**config.mk**
```make
export PLATFORM = sky130hd
export DESIGN_NAME = tap_scan_chain_decoder
export DESIGN_NICKNAME = d
export VERILOG_FILES = /design/src/core/tap_pkg.sv /design/src/core/req_fifo_if.sv /design/src/core/req_fifo.sv /design/src/core/tap_scan_chain_decoder.sv
export SDC_FILE = /design/constraint.sdc
export NUM_CORES = 1
export LEC_CHECK = 0
export ABC_CLOCK_PERIOD_IN_PS = 3100
export BUFFER_PORTS_ARGS = -buffer_cell sky130_fd_sc_hd__buf_4
export CAP_MARGIN = 40
export CORE_ASPECT_RATIO = 1.1
export CORE_MARGIN = 1
export CORE_UTILIZATION = 56
export DETAILED_ROUTE_END_ITERATION = 10
export PLACE_DENSITY = 0.77
export SETUP_SLACK_MARGIN = 0.2
export SLEW_MARGIN = 20
export SYNTH_ARGS = -nofsm -noshare
export SYNTH_HDL_FRONTEND = slang
export SYNTH_SLANG_ARGS = --single-unit
export TNS_END_PERCENT = 100
```
**constraint.sdc**
```tcl
create_clock -name i_clk -period 3.1 [get_ports i_clk]
set_input_delay 0.465 -clock i_clk [delete_from_list [all_inputs] [get_ports i_clk]]
set_output_delay 0.465 -clock i_clk [all_outputs]
set_load 0.02 [all_outputs]
```
**src/core/tap_pkg.sv**
```systemverilog
package tap_pkg;

    // ------------------------------------------------------------
    // Instruction register
    // ------------------------------------------------------------
    localparam int IR_W = 4;
    localparam logic [3:0] IR_DRIVE_OUT = 4'h0; // Pads from preload
    localparam logic [3:0] IR_DRIVE_IN = 4'h1; // Core from preload
    localparam logic [3:0] IR_SAMPLE = 4'h2; // Sample/preload
    localparam logic [3:0] IR_ABORT = 4'h8;
    localparam logic [3:0] IR_DP_ACC = 4'ha; // Debug-port access
    localparam logic [3:0] IR_AP_ACC = 4'hb; // Access-port access
    localparam logic [3:0] IR_IDENT = 4'he;
    localparam logic [3:0] IR_BYPASS = 4'hf;
    localparam logic [3:0] IR_CAPTURE = 4'h1; // Fixed capture pattern

    // ------------------------------------------------------------
    // Data chains
    // ------------------------------------------------------------
    localparam int ID_W = 32;
    // Identification value: arbitrary, not a real maker code
    localparam logic [31:0] ID_VALUE = 32'h0abc_d001;
    localparam logic [31:0] ID_LSB_ONE = 32'h0000_0001;
    localparam int DBG_W = 35;
    localparam int NUM_PADS = 8;
    localparam int CELLS = 3; // Cells per pad
    localparam int CELL_IN = 0;
    localparam int CELL_OUT = 1;
    localparam int CELL_OE = 2;
    localparam int BSR_W = NUM_PADS * CELLS;

    // ------------------------------------------------------------
    // Debug request stream
    // ------------------------------------------------------------
    localparam int SEL_W = 2;
    localparam logic [1:0] SEL_DP = 2'h0;
    localparam logic [1:0] SEL_AP = 2'h1;
    localparam logic [1:0] SEL_ABT = 2'h2;
    localparam int REQ_W = SEL_W + DBG_W;
    localparam int FIFO_DEPTH = 4;

    // ------------------------------------------------------------
    // Controller states, Gray along the usual path
    // ------------------------------------------------------------
    typedef enum logic [3:0] {
        ST_RESET = 4'h0,
        ST_IDLE = 4'h1,
        ST_SEL_DR = 4'h3,
        ST_CAP_DR = 4'h2,
        ST_SH_DR = 4'h6,
        ST_EX1_DR = 4'h7,
        ST_PA_DR = 4'h5,
        ST_EX2_DR = 4'h4,
        ST_UPD_DR = 4'hc,
        ST_SEL_IR = 4'hd,
        ST_CAP_IR = 4'hf,
        ST_SH_IR = 4'he,
        ST_EX1_IR = 4'ha,
        ST_PA_IR = 4'hb,
        ST_EX2_IR = 4'h9,
        ST_UPD_IR = 4'h8
    } tap_state_type;

endpackage

```
**src/core/req_fifo_if.sv**
```systemverilog
`timescale 1ns/100ps
// Carrier between the decoder and its request buffer
interface req_fifo_if #(parameter int WIDTH = 8);
    logic wr_valid; // Push side
    logic wr_ready;
    logic [WIDTH-1:0] wr_data;
    logic rd_valid; // Pop side
    logic rd_ready;
    logic [WIDTH-1:0] rd_data;
    modport fill (output wr_valid, input wr_ready, output wr_data,
                  input rd_valid, output rd_ready, input rd_data);
    modport store (input wr_valid, output wr_ready, input wr_data,
                   output rd_valid, input rd_ready, output rd_data);
endinterface

```
**src/core/req_fifo.sv**
```systemverilog
`timescale 1ns/100ps
// Small request buffer; read word sits in an output register
module req_fifo #(
    parameter int WIDTH = 8,
    parameter int DEPTH = 4
) (
    // Clock and reset
    input wire logic i_clk,
    input wire logic i_srst,
    // Both sides
    req_fifo_if.store q
);
    localparam int AW = $clog2(DEPTH);

    logic [WIDTH-1:0] mem [DEPTH]; // Storage, no reset needed
    logic [AW-1:0] wp_reg; // Write pointer
    logic [AW-1:0] rp_reg; // Read pointer
    logic [AW:0] cnt_reg; // Words in storage
    logic out_v_reg; // Output register holds a word
    logic [WIDTH-1:0] out_d_reg;

    // ------------------------------------------------------------
    // Handshakes
    // ------------------------------------------------------------
    wire push = q.wr_valid && q.wr_ready;
    wire load_out = (cnt_reg != '0) && (!out_v_reg || q.rd_ready);
    assign q.wr_ready = (cnt_reg != (AW + 1)'(DEPTH)); // Honest full
    assign q.rd_valid = out_v_reg;
    assign q.rd_data = out_d_reg;

    // Storage write
    always_ff @(posedge i_clk) begin
        if (push) begin
            mem[wp_reg] <= q.wr_data;
        end
    end

    // Pointers and count
    always_ff @(posedge i_clk) begin
        if (i_srst) begin
            wp_reg <= '0;
            rp_reg <= '0;
            cnt_reg <= '0;
        end else begin
            wp_reg <= push ? wp_reg + 1'b1 : wp_reg;
            rp_reg <= load_out ? rp_reg + 1'b1 : rp_reg;
            cnt_reg <= cnt_reg + (AW + 1)'(push) - (AW + 1)'(load_out);
        end
    end

    // Output register; stalls while the drain side holds off
    always_ff @(posedge i_clk) begin
        if (i_srst) begin
            out_v_reg <= 1'b0;
            out_d_reg <= '0;
        end else if (load_out) begin
            out_v_reg <= 1'b1;
            out_d_reg <= mem[rp_reg];
        end else if (q.rd_ready) begin
            out_v_reg <= 1'b0;
        end
    end
endmodule

```
**src/core/tap_scan_chain_decoder.sv**
```systemverilog
`timescale 1ns/100ps
module tap_scan_chain_decoder (
    // Clock and power-on reset
    input wire logic i_clk,
    input wire logic i_srst,
    // Test port pins
    input wire logic i_tck,
    input wire logic i_tms,
    input wire logic i_tdi,
    input wire logic i_trst_n,
    output logic o_tdo,
    output logic o_tdo_oe,
    // External reset pin and pin configuration
    input wire logic i_ext_rst_n,
    input wire logic i_pins_to_gpio,
    output logic o_test_pins_en,
    // Pad side
    input wire logic [tap_pkg::NUM_PADS-1:0] i_pad_in,
    output logic [tap_pkg::NUM_PADS-1:0] o_pad_out,
    output logic [tap_pkg::NUM_PADS-1:0] o_pad_oe,
    // Core side
    input wire logic [tap_pkg::NUM_PADS-1:0] i_core_out,
    input wire logic [tap_pkg::NUM_PADS-1:0] i_core_oe,
    output logic [tap_pkg::NUM_PADS-1:0] o_core_in,
    // Debug access unit
    input wire logic [tap_pkg::DBG_W-1:0] i_dbg_rdata,
    output logic o_dbg_valid,
    input wire logic i_dbg_ready,
    output logic [tap_pkg::SEL_W-1:0] o_dbg_sel,
    output logic [tap_pkg::DBG_W-1:0] o_dbg_data
);

    // ------------------------------------------------------------
    // Pin synchronisers
    // ------------------------------------------------------------
    logic [4:0] pin_meta_reg; // First stage, read by second only
    logic [4:0] pin_sync_reg; // tck, tms, tdi, trst_n, ext_rst_n
    logic [tap_pkg::NUM_PADS-1:0] pad_meta_reg;
    logic [tap_pkg::NUM_PADS-1:0] pad_sync_reg;
    logic tck_dly_reg; // Previous synced clock, for edges

    // Two flops on every asynchronous input
    always_ff @(posedge i_clk) begin
        pin_meta_reg <= {i_tck, i_tms, i_tdi, i_trst_n, i_ext_rst_n};
        pin_sync_reg <= pin_meta_reg;
        pad_meta_reg <= i_pad_in;
        pad_sync_reg <= pad_meta_reg;
        tck_dly_reg <= pin_sync_reg[4];
    end

    wire tck_s = pin_sync_reg[4];
    wire tms_s = pin_sync_reg[3];
    wire tdi_s = pin_sync_reg[2];
    wire trst_s_n = pin_sync_reg[1];
    wire ext_rst_s_n = pin_sync_reg[0];
    // Edge pulses; tester clock must stay well below i_clk / 4
    wire tck_rise = tck_s && !tck_dly_reg;
    wire tck_fall = !tck_s && tck_dly_reg;

    // ------------------------------------------------------------
    // Controller state machine
    // ------------------------------------------------------------
    tap_pkg::tap_state_type state_reg;
    tap_pkg::tap_state_type state_next;

    // Standard sixteen-state walk on TMS
    always_comb begin
        state_next = state_reg;
        unique case (state_reg)
            tap_pkg::ST_RESET: begin
                state_next = tms_s ? tap_pkg::ST_RESET : tap_pkg::ST_IDLE;
            end
            tap_pkg::ST_IDLE: begin
                state_next = tms_s ? tap_pkg::ST_SEL_DR : tap_pkg::ST_IDLE;
            end
            tap_pkg::ST_SEL_DR: begin
                state_next = tms_s ? tap_pkg::ST_SEL_IR : tap_pkg::ST_CAP_DR;
            end
            tap_pkg::ST_CAP_DR, tap_pkg::ST_SH_DR: begin
                state_next = tms_s ? tap_pkg::ST_EX1_DR : tap_pkg::ST_SH_DR;
            end
            tap_pkg::ST_EX1_DR: begin
                state_next = tms_s ? tap_pkg::ST_UPD_DR : tap_pkg::ST_PA_DR;
            end
            tap_pkg::ST_PA_DR: begin
                state_next = tms_s ? tap_pkg::ST_EX2_DR : tap_pkg::ST_PA_DR;
            end
            tap_pkg::ST_EX2_DR: begin
                state_next = tms_s ? tap_pkg::ST_UPD_DR : tap_pkg::ST_SH_DR;
            end
            tap_pkg::ST_UPD_DR, tap_pkg::ST_UPD_IR: begin
                state_next = tms_s ? tap_pkg::ST_SEL_DR : tap_pkg::ST_IDLE;
            end
            tap_pkg::ST_SEL_IR: begin
                state_next = tms_s ? tap_pkg::ST_RESET : tap_pkg::ST_CAP_IR;
            end
            tap_pkg::ST_CAP_IR, tap_pkg::ST_SH_IR: begin
                state_next = tms_s ? tap_pkg::ST_EX1_IR : tap_pkg::ST_SH_IR;
            end
            tap_pkg::ST_EX1_IR: begin
                state_next = tms_s ? tap_pkg::ST_UPD_IR : tap_pkg::ST_PA_IR;
            end
            tap_pkg::ST_PA_IR: begin
                state_next = tms_s ? tap_pkg::ST_EX2_IR : tap_pkg::ST_PA_IR;
            end
            tap_pkg::ST_EX2_IR: begin
                state_next = tms_s ? tap_pkg::ST_UPD_IR : tap_pkg::ST_SH_IR;
            end
        endcase
    end

    // Only power-on reset and TRST touch the controller
    // Power-on and TRST only
    wire tap_rst = i_srst || !trst_s_n;

    always_ff @(posedge i_clk) begin
        if (tap_rst) begin
            state_reg <= tap_pkg::ST_RESET;
        end else if (tck_rise) begin
            state_reg <= state_next;
        end
    end

    // Per-state strobes on the rising edge; at_reset and in_shift are plain state levels
    wire at_reset = (state_reg == tap_pkg::ST_RESET);
    wire cap_dr = tck_rise && (state_reg == tap_pkg::ST_CAP_DR);
    wire sh_dr = tck_rise && (state_reg == tap_pkg::ST_SH_DR);
    wire upd_dr = tck_rise && (state_reg == tap_pkg::ST_UPD_DR);
    wire cap_ir = tck_rise && (state_reg == tap_pkg::ST_CAP_IR);
    wire sh_ir = tck_rise && (state_reg == tap_pkg::ST_SH_IR);
    wire upd_ir = tck_rise && (state_reg == tap_pkg::ST_UPD_IR);
    wire in_shift = (state_reg == tap_pkg::ST_SH_DR) ||
                    (state_reg == tap_pkg::ST_SH_IR);

    // ------------------------------------------------------------
    // Instruction register
    // ------------------------------------------------------------
    logic [tap_pkg::IR_W-1:0] ir_sh_reg; // Serial stage
    logic [tap_pkg::IR_W-1:0] ir_reg; // Active instruction

    always_ff @(posedge i_clk) begin
        if (tap_rst) begin
            ir_sh_reg <= tap_pkg::IR_CAPTURE;
        end else if (cap_ir) begin
            ir_sh_reg <= tap_pkg::IR_CAPTURE;
        end else if (sh_ir) begin
            ir_sh_reg <= {tdi_s, ir_sh_reg[tap_pkg::IR_W-1:1]};
        end
    end

    always_ff @(posedge i_clk) begin
        if (tap_rst || at_reset) begin
            ir_reg <= tap_pkg::IR_IDENT;
        end else if (upd_ir) begin
            ir_reg <= ir_sh_reg;
        end
    end

    // ------------------------------------------------------------
    // Instruction decode
    // ------------------------------------------------------------
    // Boundary, debug-access, abort and identification codes
    wire is_out = (ir_reg == tap_pkg::IR_DRIVE_OUT);
    wire is_in = (ir_reg == tap_pkg::IR_DRIVE_IN);
    wire is_smp = (ir_reg == tap_pkg::IR_SAMPLE);
    wire is_abt = (ir_reg == tap_pkg::IR_ABORT);
    wire is_dp = (ir_reg == tap_pkg::IR_DP_ACC);
    wire is_ap = (ir_reg == tap_pkg::IR_AP_ACC);
    wire is_id = (ir_reg == tap_pkg::IR_IDENT);
    // Chain selects; all three boundary codes use one chain
    wire sel_bsr = is_out || is_in || is_smp;
    wire sel_dbg = is_dp || is_ap || is_abt;
    // Anything else, 1111 included, is bypass
    wire sel_byp = !(sel_bsr || sel_dbg || is_id);
    wire [tap_pkg::SEL_W-1:0] dbg_kind = is_dp ? tap_pkg::SEL_DP :
                                         is_ap ? tap_pkg::SEL_AP :
                                         tap_pkg::SEL_ABT;

    // ------------------------------------------------------------
    // Bypass and identification chains
    // ------------------------------------------------------------
    logic byp_reg;
    logic [tap_pkg::ID_W-1:0] id_reg;

    always_ff @(posedge i_clk) begin
        if (tap_rst || (cap_dr && sel_byp)) begin
            byp_reg <= 1'b0;
        end else if (sh_dr && sel_byp) begin
            byp_reg <= tdi_s;
        end
    end

    always_ff @(posedge i_clk) begin
        if (tap_rst || (cap_dr && is_id)) begin
            id_reg <= tap_pkg::ID_VALUE | tap_pkg::ID_LSB_ONE;
        end else if (sh_dr && is_id) begin
            id_reg <= {tdi_s, id_reg[tap_pkg::ID_W-1:1]};
        end
    end

    // ------------------------------------------------------------
    // Boundary chain
    // ------------------------------------------------------------
    logic [tap_pkg::BSR_W-1:0] bsr_reg; // Shift cells
    logic [tap_pkg::BSR_W-1:0] bsr_upd_reg; // Preload cells
    logic [tap_pkg::BSR_W-1:0] bsr_cap; // Sampled pad inputs, core outputs and enables
    logic [tap_pkg::NUM_PADS-1:0] pre_in; // Preloaded core inputs
    logic [tap_pkg::NUM_PADS-1:0] pre_out;
    logic [tap_pkg::NUM_PADS-1:0] pre_oe;

    // Pad 0, nearest the port, sits at the TDO end
    genvar gp;
    generate
        for (gp = 0; gp < tap_pkg::NUM_PADS; gp++) begin : g_pad
            localparam int B = gp * tap_pkg::CELLS;
            assign bsr_cap[B + tap_pkg::CELL_IN] = pad_sync_reg[gp];
            assign bsr_cap[B + tap_pkg::CELL_OUT] = i_core_out[gp];
            assign bsr_cap[B + tap_pkg::CELL_OE] = i_core_oe[gp];
            assign pre_in[gp] = bsr_upd_reg[B + tap_pkg::CELL_IN];
            assign pre_out[gp] = bsr_upd_reg[B + tap_pkg::CELL_OUT];
            assign pre_oe[gp] = bsr_upd_reg[B + tap_pkg::CELL_OE];
        end
    endgenerate

    // Capture on rising TCK in Capture-DR
    always_ff @(posedge i_clk) begin
        if (tap_rst) begin
            bsr_reg <= '0;
        end else if (cap_dr && sel_bsr) begin
            bsr_reg <= bsr_cap;
        end else if (sh_dr && sel_bsr) begin
            bsr_reg <= {tdi_s, bsr_reg[tap_pkg::BSR_W-1:1]};
        end
    end

    always_ff @(posedge i_clk) begin
        if (tap_rst) begin
            bsr_upd_reg <= '0;
        end else if (upd_dr && sel_bsr) begin
            bsr_upd_reg <= bsr_reg;
        end
    end

    // Preload overrides pads or core inputs
    always_ff @(posedge i_clk) begin
        if (i_srst) begin
            o_pad_out <= '0;
            o_pad_oe <= '0;
            o_core_in <= '0;
        end else begin
            o_pad_out <= is_out ? pre_out : i_core_out;
            o_pad_oe <= is_out ? pre_oe : i_core_oe;
            o_core_in <= is_in ? pre_in : pad_sync_reg;
        end
    end

    // ------------------------------------------------------------
    // Debug access chains (one shift register, three selects)
    // ------------------------------------------------------------
    logic [tap_pkg::DBG_W-1:0] dbg_reg;
    logic req_pend_reg; // Update waiting for buffer room
    logic [tap_pkg::REQ_W-1:0] req_reg;

    // 35-bit chain for the selected access
    always_ff @(posedge i_clk) begin
        if (tap_rst) begin
            dbg_reg <= '0;
        end else if (cap_dr && sel_dbg) begin
            dbg_reg <= i_dbg_rdata;
        end else if (sh_dr && sel_dbg) begin
            dbg_reg <= {tdi_s, dbg_reg[tap_pkg::DBG_W-1:1]};
        end
    end

    req_fifo_if #(.WIDTH(tap_pkg::REQ_W)) rq ();

    // Hold one update while the buffer is full; a newer one replaces it
    always_ff @(posedge i_clk) begin
        if (i_srst) begin
            req_pend_reg <= 1'b0;
            req_reg <= '0;
        end else if (upd_dr && sel_dbg) begin
            req_pend_reg <= 1'b1;
            req_reg <= {dbg_kind, dbg_reg};
        end else if (rq.wr_ready) begin
            req_pend_reg <= 1'b0;
        end
    end

    assign rq.wr_valid = req_pend_reg;
    assign rq.wr_data = req_reg;
    assign rq.rd_ready = i_dbg_ready;
    assign o_dbg_valid = rq.rd_valid;
    assign o_dbg_sel = rq.rd_data[tap_pkg::REQ_W-1:tap_pkg::DBG_W];
    assign o_dbg_data = rq.rd_data[tap_pkg::DBG_W-1:0];

    req_fifo #(
        .WIDTH(tap_pkg::REQ_W),
        .DEPTH(tap_pkg::FIFO_DEPTH)
    ) u_req_fifo (
        .i_clk(i_clk),
        .i_srst(i_srst),
        .q(rq.store)
    );

    // ------------------------------------------------------------
    // TDO
    // ------------------------------------------------------------
    wire dr_bit = sel_bsr ? bsr_reg[0] :
                  sel_dbg ? dbg_reg[0] :
                  is_id ? id_reg[0] : byp_reg;
    wire sel_bit = (state_reg == tap_pkg::ST_SH_IR) ? ir_sh_reg[0] : dr_bit;

    // Update on falling TCK, enable only while shifting
    always_ff @(posedge i_clk) begin
        if (tap_rst) begin
            o_tdo <= 1'b0;
            o_tdo_oe <= 1'b0;
        end else if (tck_fall) begin
            o_tdo <= in_shift ? sel_bit : 1'b0;
            o_tdo_oe <= in_shift;
        end
    end

    // ------------------------------------------------------------
    // Test pin configuration
    // ------------------------------------------------------------
    // Pin reset restores pins, leaves controller alone
    always_ff @(posedge i_clk) begin
        if (i_srst || !ext_rst_s_n) begin
            o_test_pins_en <= 1'b1;
        end else if (i_pins_to_gpio) begin
            o_test_pins_en <= 1'b0;
        end
    end

endmodule

```
==> results.toml <==
[placement]
dp_slack_ps = 717
dp_hpwl_um = 19100
dp_cells = 1745
placed_area_um2 = 16600
place_congestion = 0.802
portBuffers = 132

[die]
die-area_um2 = 27800
io_pins = 133
die_w_um = 159
core-area_um2 = 26400
start_util_pct = 57.7
die_h_um = 175
std_cell_rows = 62

[timing]
fin_skew_ps = 20.9
finalCriticalPeriod_ps = 2360
period_share_pct = 76.2
setup_violations = 0
slew_headroom_pct = 48.6
rsz0062_at_grt = "no"
fin_ws_ps = 738
tns_ps = 0
worstMarginPinSlew_ps = 771
whs_ps = 44.6
hold_viol_final = 0
fmax_ghz = 0.423
drv_slew = 0

[routing]
vias = 10100
wl_per_cell_um = 17.3
drc_errors = 0
drt_iter0_drc = 628
drtPass1Iterations = 5
drt-total-wl_um = 31500
vias_per_cell = 5.53
ant_nets = 0

[synth]
synth_top_family_by_area = "simple AND/OR/NAND/NOR gates"
synth.most_common_cell = "nand2_1"
ys_warn_count = 0
synthXorXnorAreaFrac_pct = 0.346
synthSimpleGateAreaFrac_pct = 12.2
syn-instance-count = 1324
ys_async_sr_fraction_pct = 0
synth_area_per_cell_um2 = 11.5
ys_seq_area_share_pct = 64.1
synthTopCellsByArea = "dfxtp_1 (35%), edfxtp_1 (29%), nand2_1 (6.7%)"
syn_area_um2 = 15200
synth_top_cell_by_area = "dfxtp_1"
netlist_top_cells_count = "nand2_1 (271), dfxtp_1 (265), edfxtp_1 (148), a21oi_1 (131), nor2_1 (104)"
synth_fa_ha_area_share_pct = 0.625
synthFlopType = "dfxtp_1"
synth_fp_nets = 1399
synth_top_area_share_pct = 34.9
synth_compound_area_share_pct = 8.58
synth_edf_count = 148
ys_types = 47
synthMuxAreaShare_pct = 11.3
synth_seq_cells = 413

[cells_and_area]
instances_no_fill = 1820
ff_latch_area_um2 = 9760
drive_gt1_share_pct = 18.5
areaGrowthSynthToFinish_pct = 17.3
post-route-util_pct = 67.6
largest_register_ffs = 148
multi_input_area_um2 = 5070
fill_cells = 1935
design_area_um2 = 17800
fin_nets = 1511
antenna_cells = 0

[min_path]
hold_path_class = "primary input to flip-flop"

[worst_setup_path]
r2r_start = "u_req_fifo.cnt_reg[2]"
crit_path_start_kind = "flip-flop"
crit_type = "flip-flop to flip-flop"
arrival_ps = 2750
reg2regPathDepth = 11
r2r-end = "u_req_fifo.cnt_reg[2]"
crit_end = "u_req_fifo.cnt_reg[2]"
crit_required_ps = 3490
endpoint_kind = "flip-flop"
worstSetupStartpoint = "u_req_fifo.cnt_reg[2]"
rrSetupSlack_ps = 740
cp_max_fo = 5

[clocking]
cts_hold_buf = 0
cts_made_buffers = 41
clk_latency_ps = 530
cts_buffer_depth = 3
cts_tree = "done"
cts-resized-gates = 0
cts.sinks = 413
clk_pin_slew_ps = 60
post_cts_buffers = 0
cts-root-buf = "clkbuf_16"
htree_levels = 2

[global_route]
grt_pass1_wl_um = 51200
antenna_found_initial = 0
gr-usage-all-layers_pct = 23.1
grt_pass1_vias = 10000
grt_overflow = 0
grt_start_max_net_pins = 71

[power]
leakage_nw = 6.44
power_density_nw_per_um2 = 705
peakVddDrop_mv = 0.537
finalPower_mw = 12.6

[run_status]
status = "completed"

[job]
drv_cap = 0
[cells by family after synthesis]
group / count (synthesis)
XOR/XNOR: 6
AO/OA/AOI/OAI: 220
buffers and inverters: 105
AND/OR/NAND/NOR: 447
adder cells (fa/ha/maj): 7
multiplexers: 126
flip-flops: 413
[final cells by class]
type / instances / share of cell area, %
clock buffer: 54 / 6.14
clock inverter: 21 / 0.919
inverter: 12 / 0.253
multi-input combinational: 806 / 28.4
sequential: 413 / 54.7
tap: 352 / 2.47
timing repair buffer: 162 / 7.11
[worst max-delay path, cell delays in order (launching register included)]
cell and delay [ps]:
dfxtp_1 350, or3_1 400, nand2_1 90, inv_1 60, ha_1 280, inv_1 60
ha_1 140, inv_1 60, fa_1 410, xor2_1 190, xnor2_1 140, nor2_1 60
[cells in the final DEF (no fill, tap or decap), types with 3 or more instances in the layout]
cell,netlist,routed
clkbuf_1,70,11
ha_1,6,6
nand2b_1,8,8
and3_1,3,3
a21oi_1,131,131
mux2i_1,89,89
o21ai_0,11,11
and2_2,0,4
nor2_1,104,104
edfxtp_1,148,148
nor2b_1,8,8
or3_1,4,4
a211oi_1,63,63
nand2_1,271,270
dfxtp_1,265,262
nor3_1,12,11
nand3_1,16,16
mux4_2,37,37
buf_4,0,158
xnor2_1,4,4
clkinv_2,0,11
nand3b_1,3,3
inv_1,12,12
clkinv_1,0,4
clkbuf_16,0,41
[per-layer routing]
| layer | GRT usage, % | routed length (µm) |
|---|---|---|
| met3 | 3.80 | 1900 |
| met1 | 29.4 | 13300 |
| met2 | 40.4 | 15700 |
| met5 | 0 | 0 |
| met4 | 6.77 | 627 |
[worst min-delay path by stage]
| stage | to | slack [ps] | depth (start not counted) | from |
|---|---|---|---|---|
| finish | pad_meta_reg[3] | 40 | 1 | i_pad_in[3] |
| global route | pad_meta_reg[6] | 20 | 1 | i_pad_in[6] |
| CTS | pad_meta_reg[6] | 30 | 1 | i_pad_in[6] |
| detailed placement | pin_sync_reg[4] | 310 | 0 | pin_meta_reg[4] |
| global placement | pad_sync_reg[4] | 310 | 0 | pad_meta_reg[4] |
| floorplan | pad_sync_reg[0] | 310 | 0 | pad_meta_reg[0] |
[power breakdown]
group          switching [mW]  total, mW  internal [mW]
Sequential              0.195       6.02           5.82
Clock                    1.98       4.64           2.67
Combinational            1.06       1.92          0.856
Total                    3.23       12.6           9.34
(Power assumes the default switching activity.)
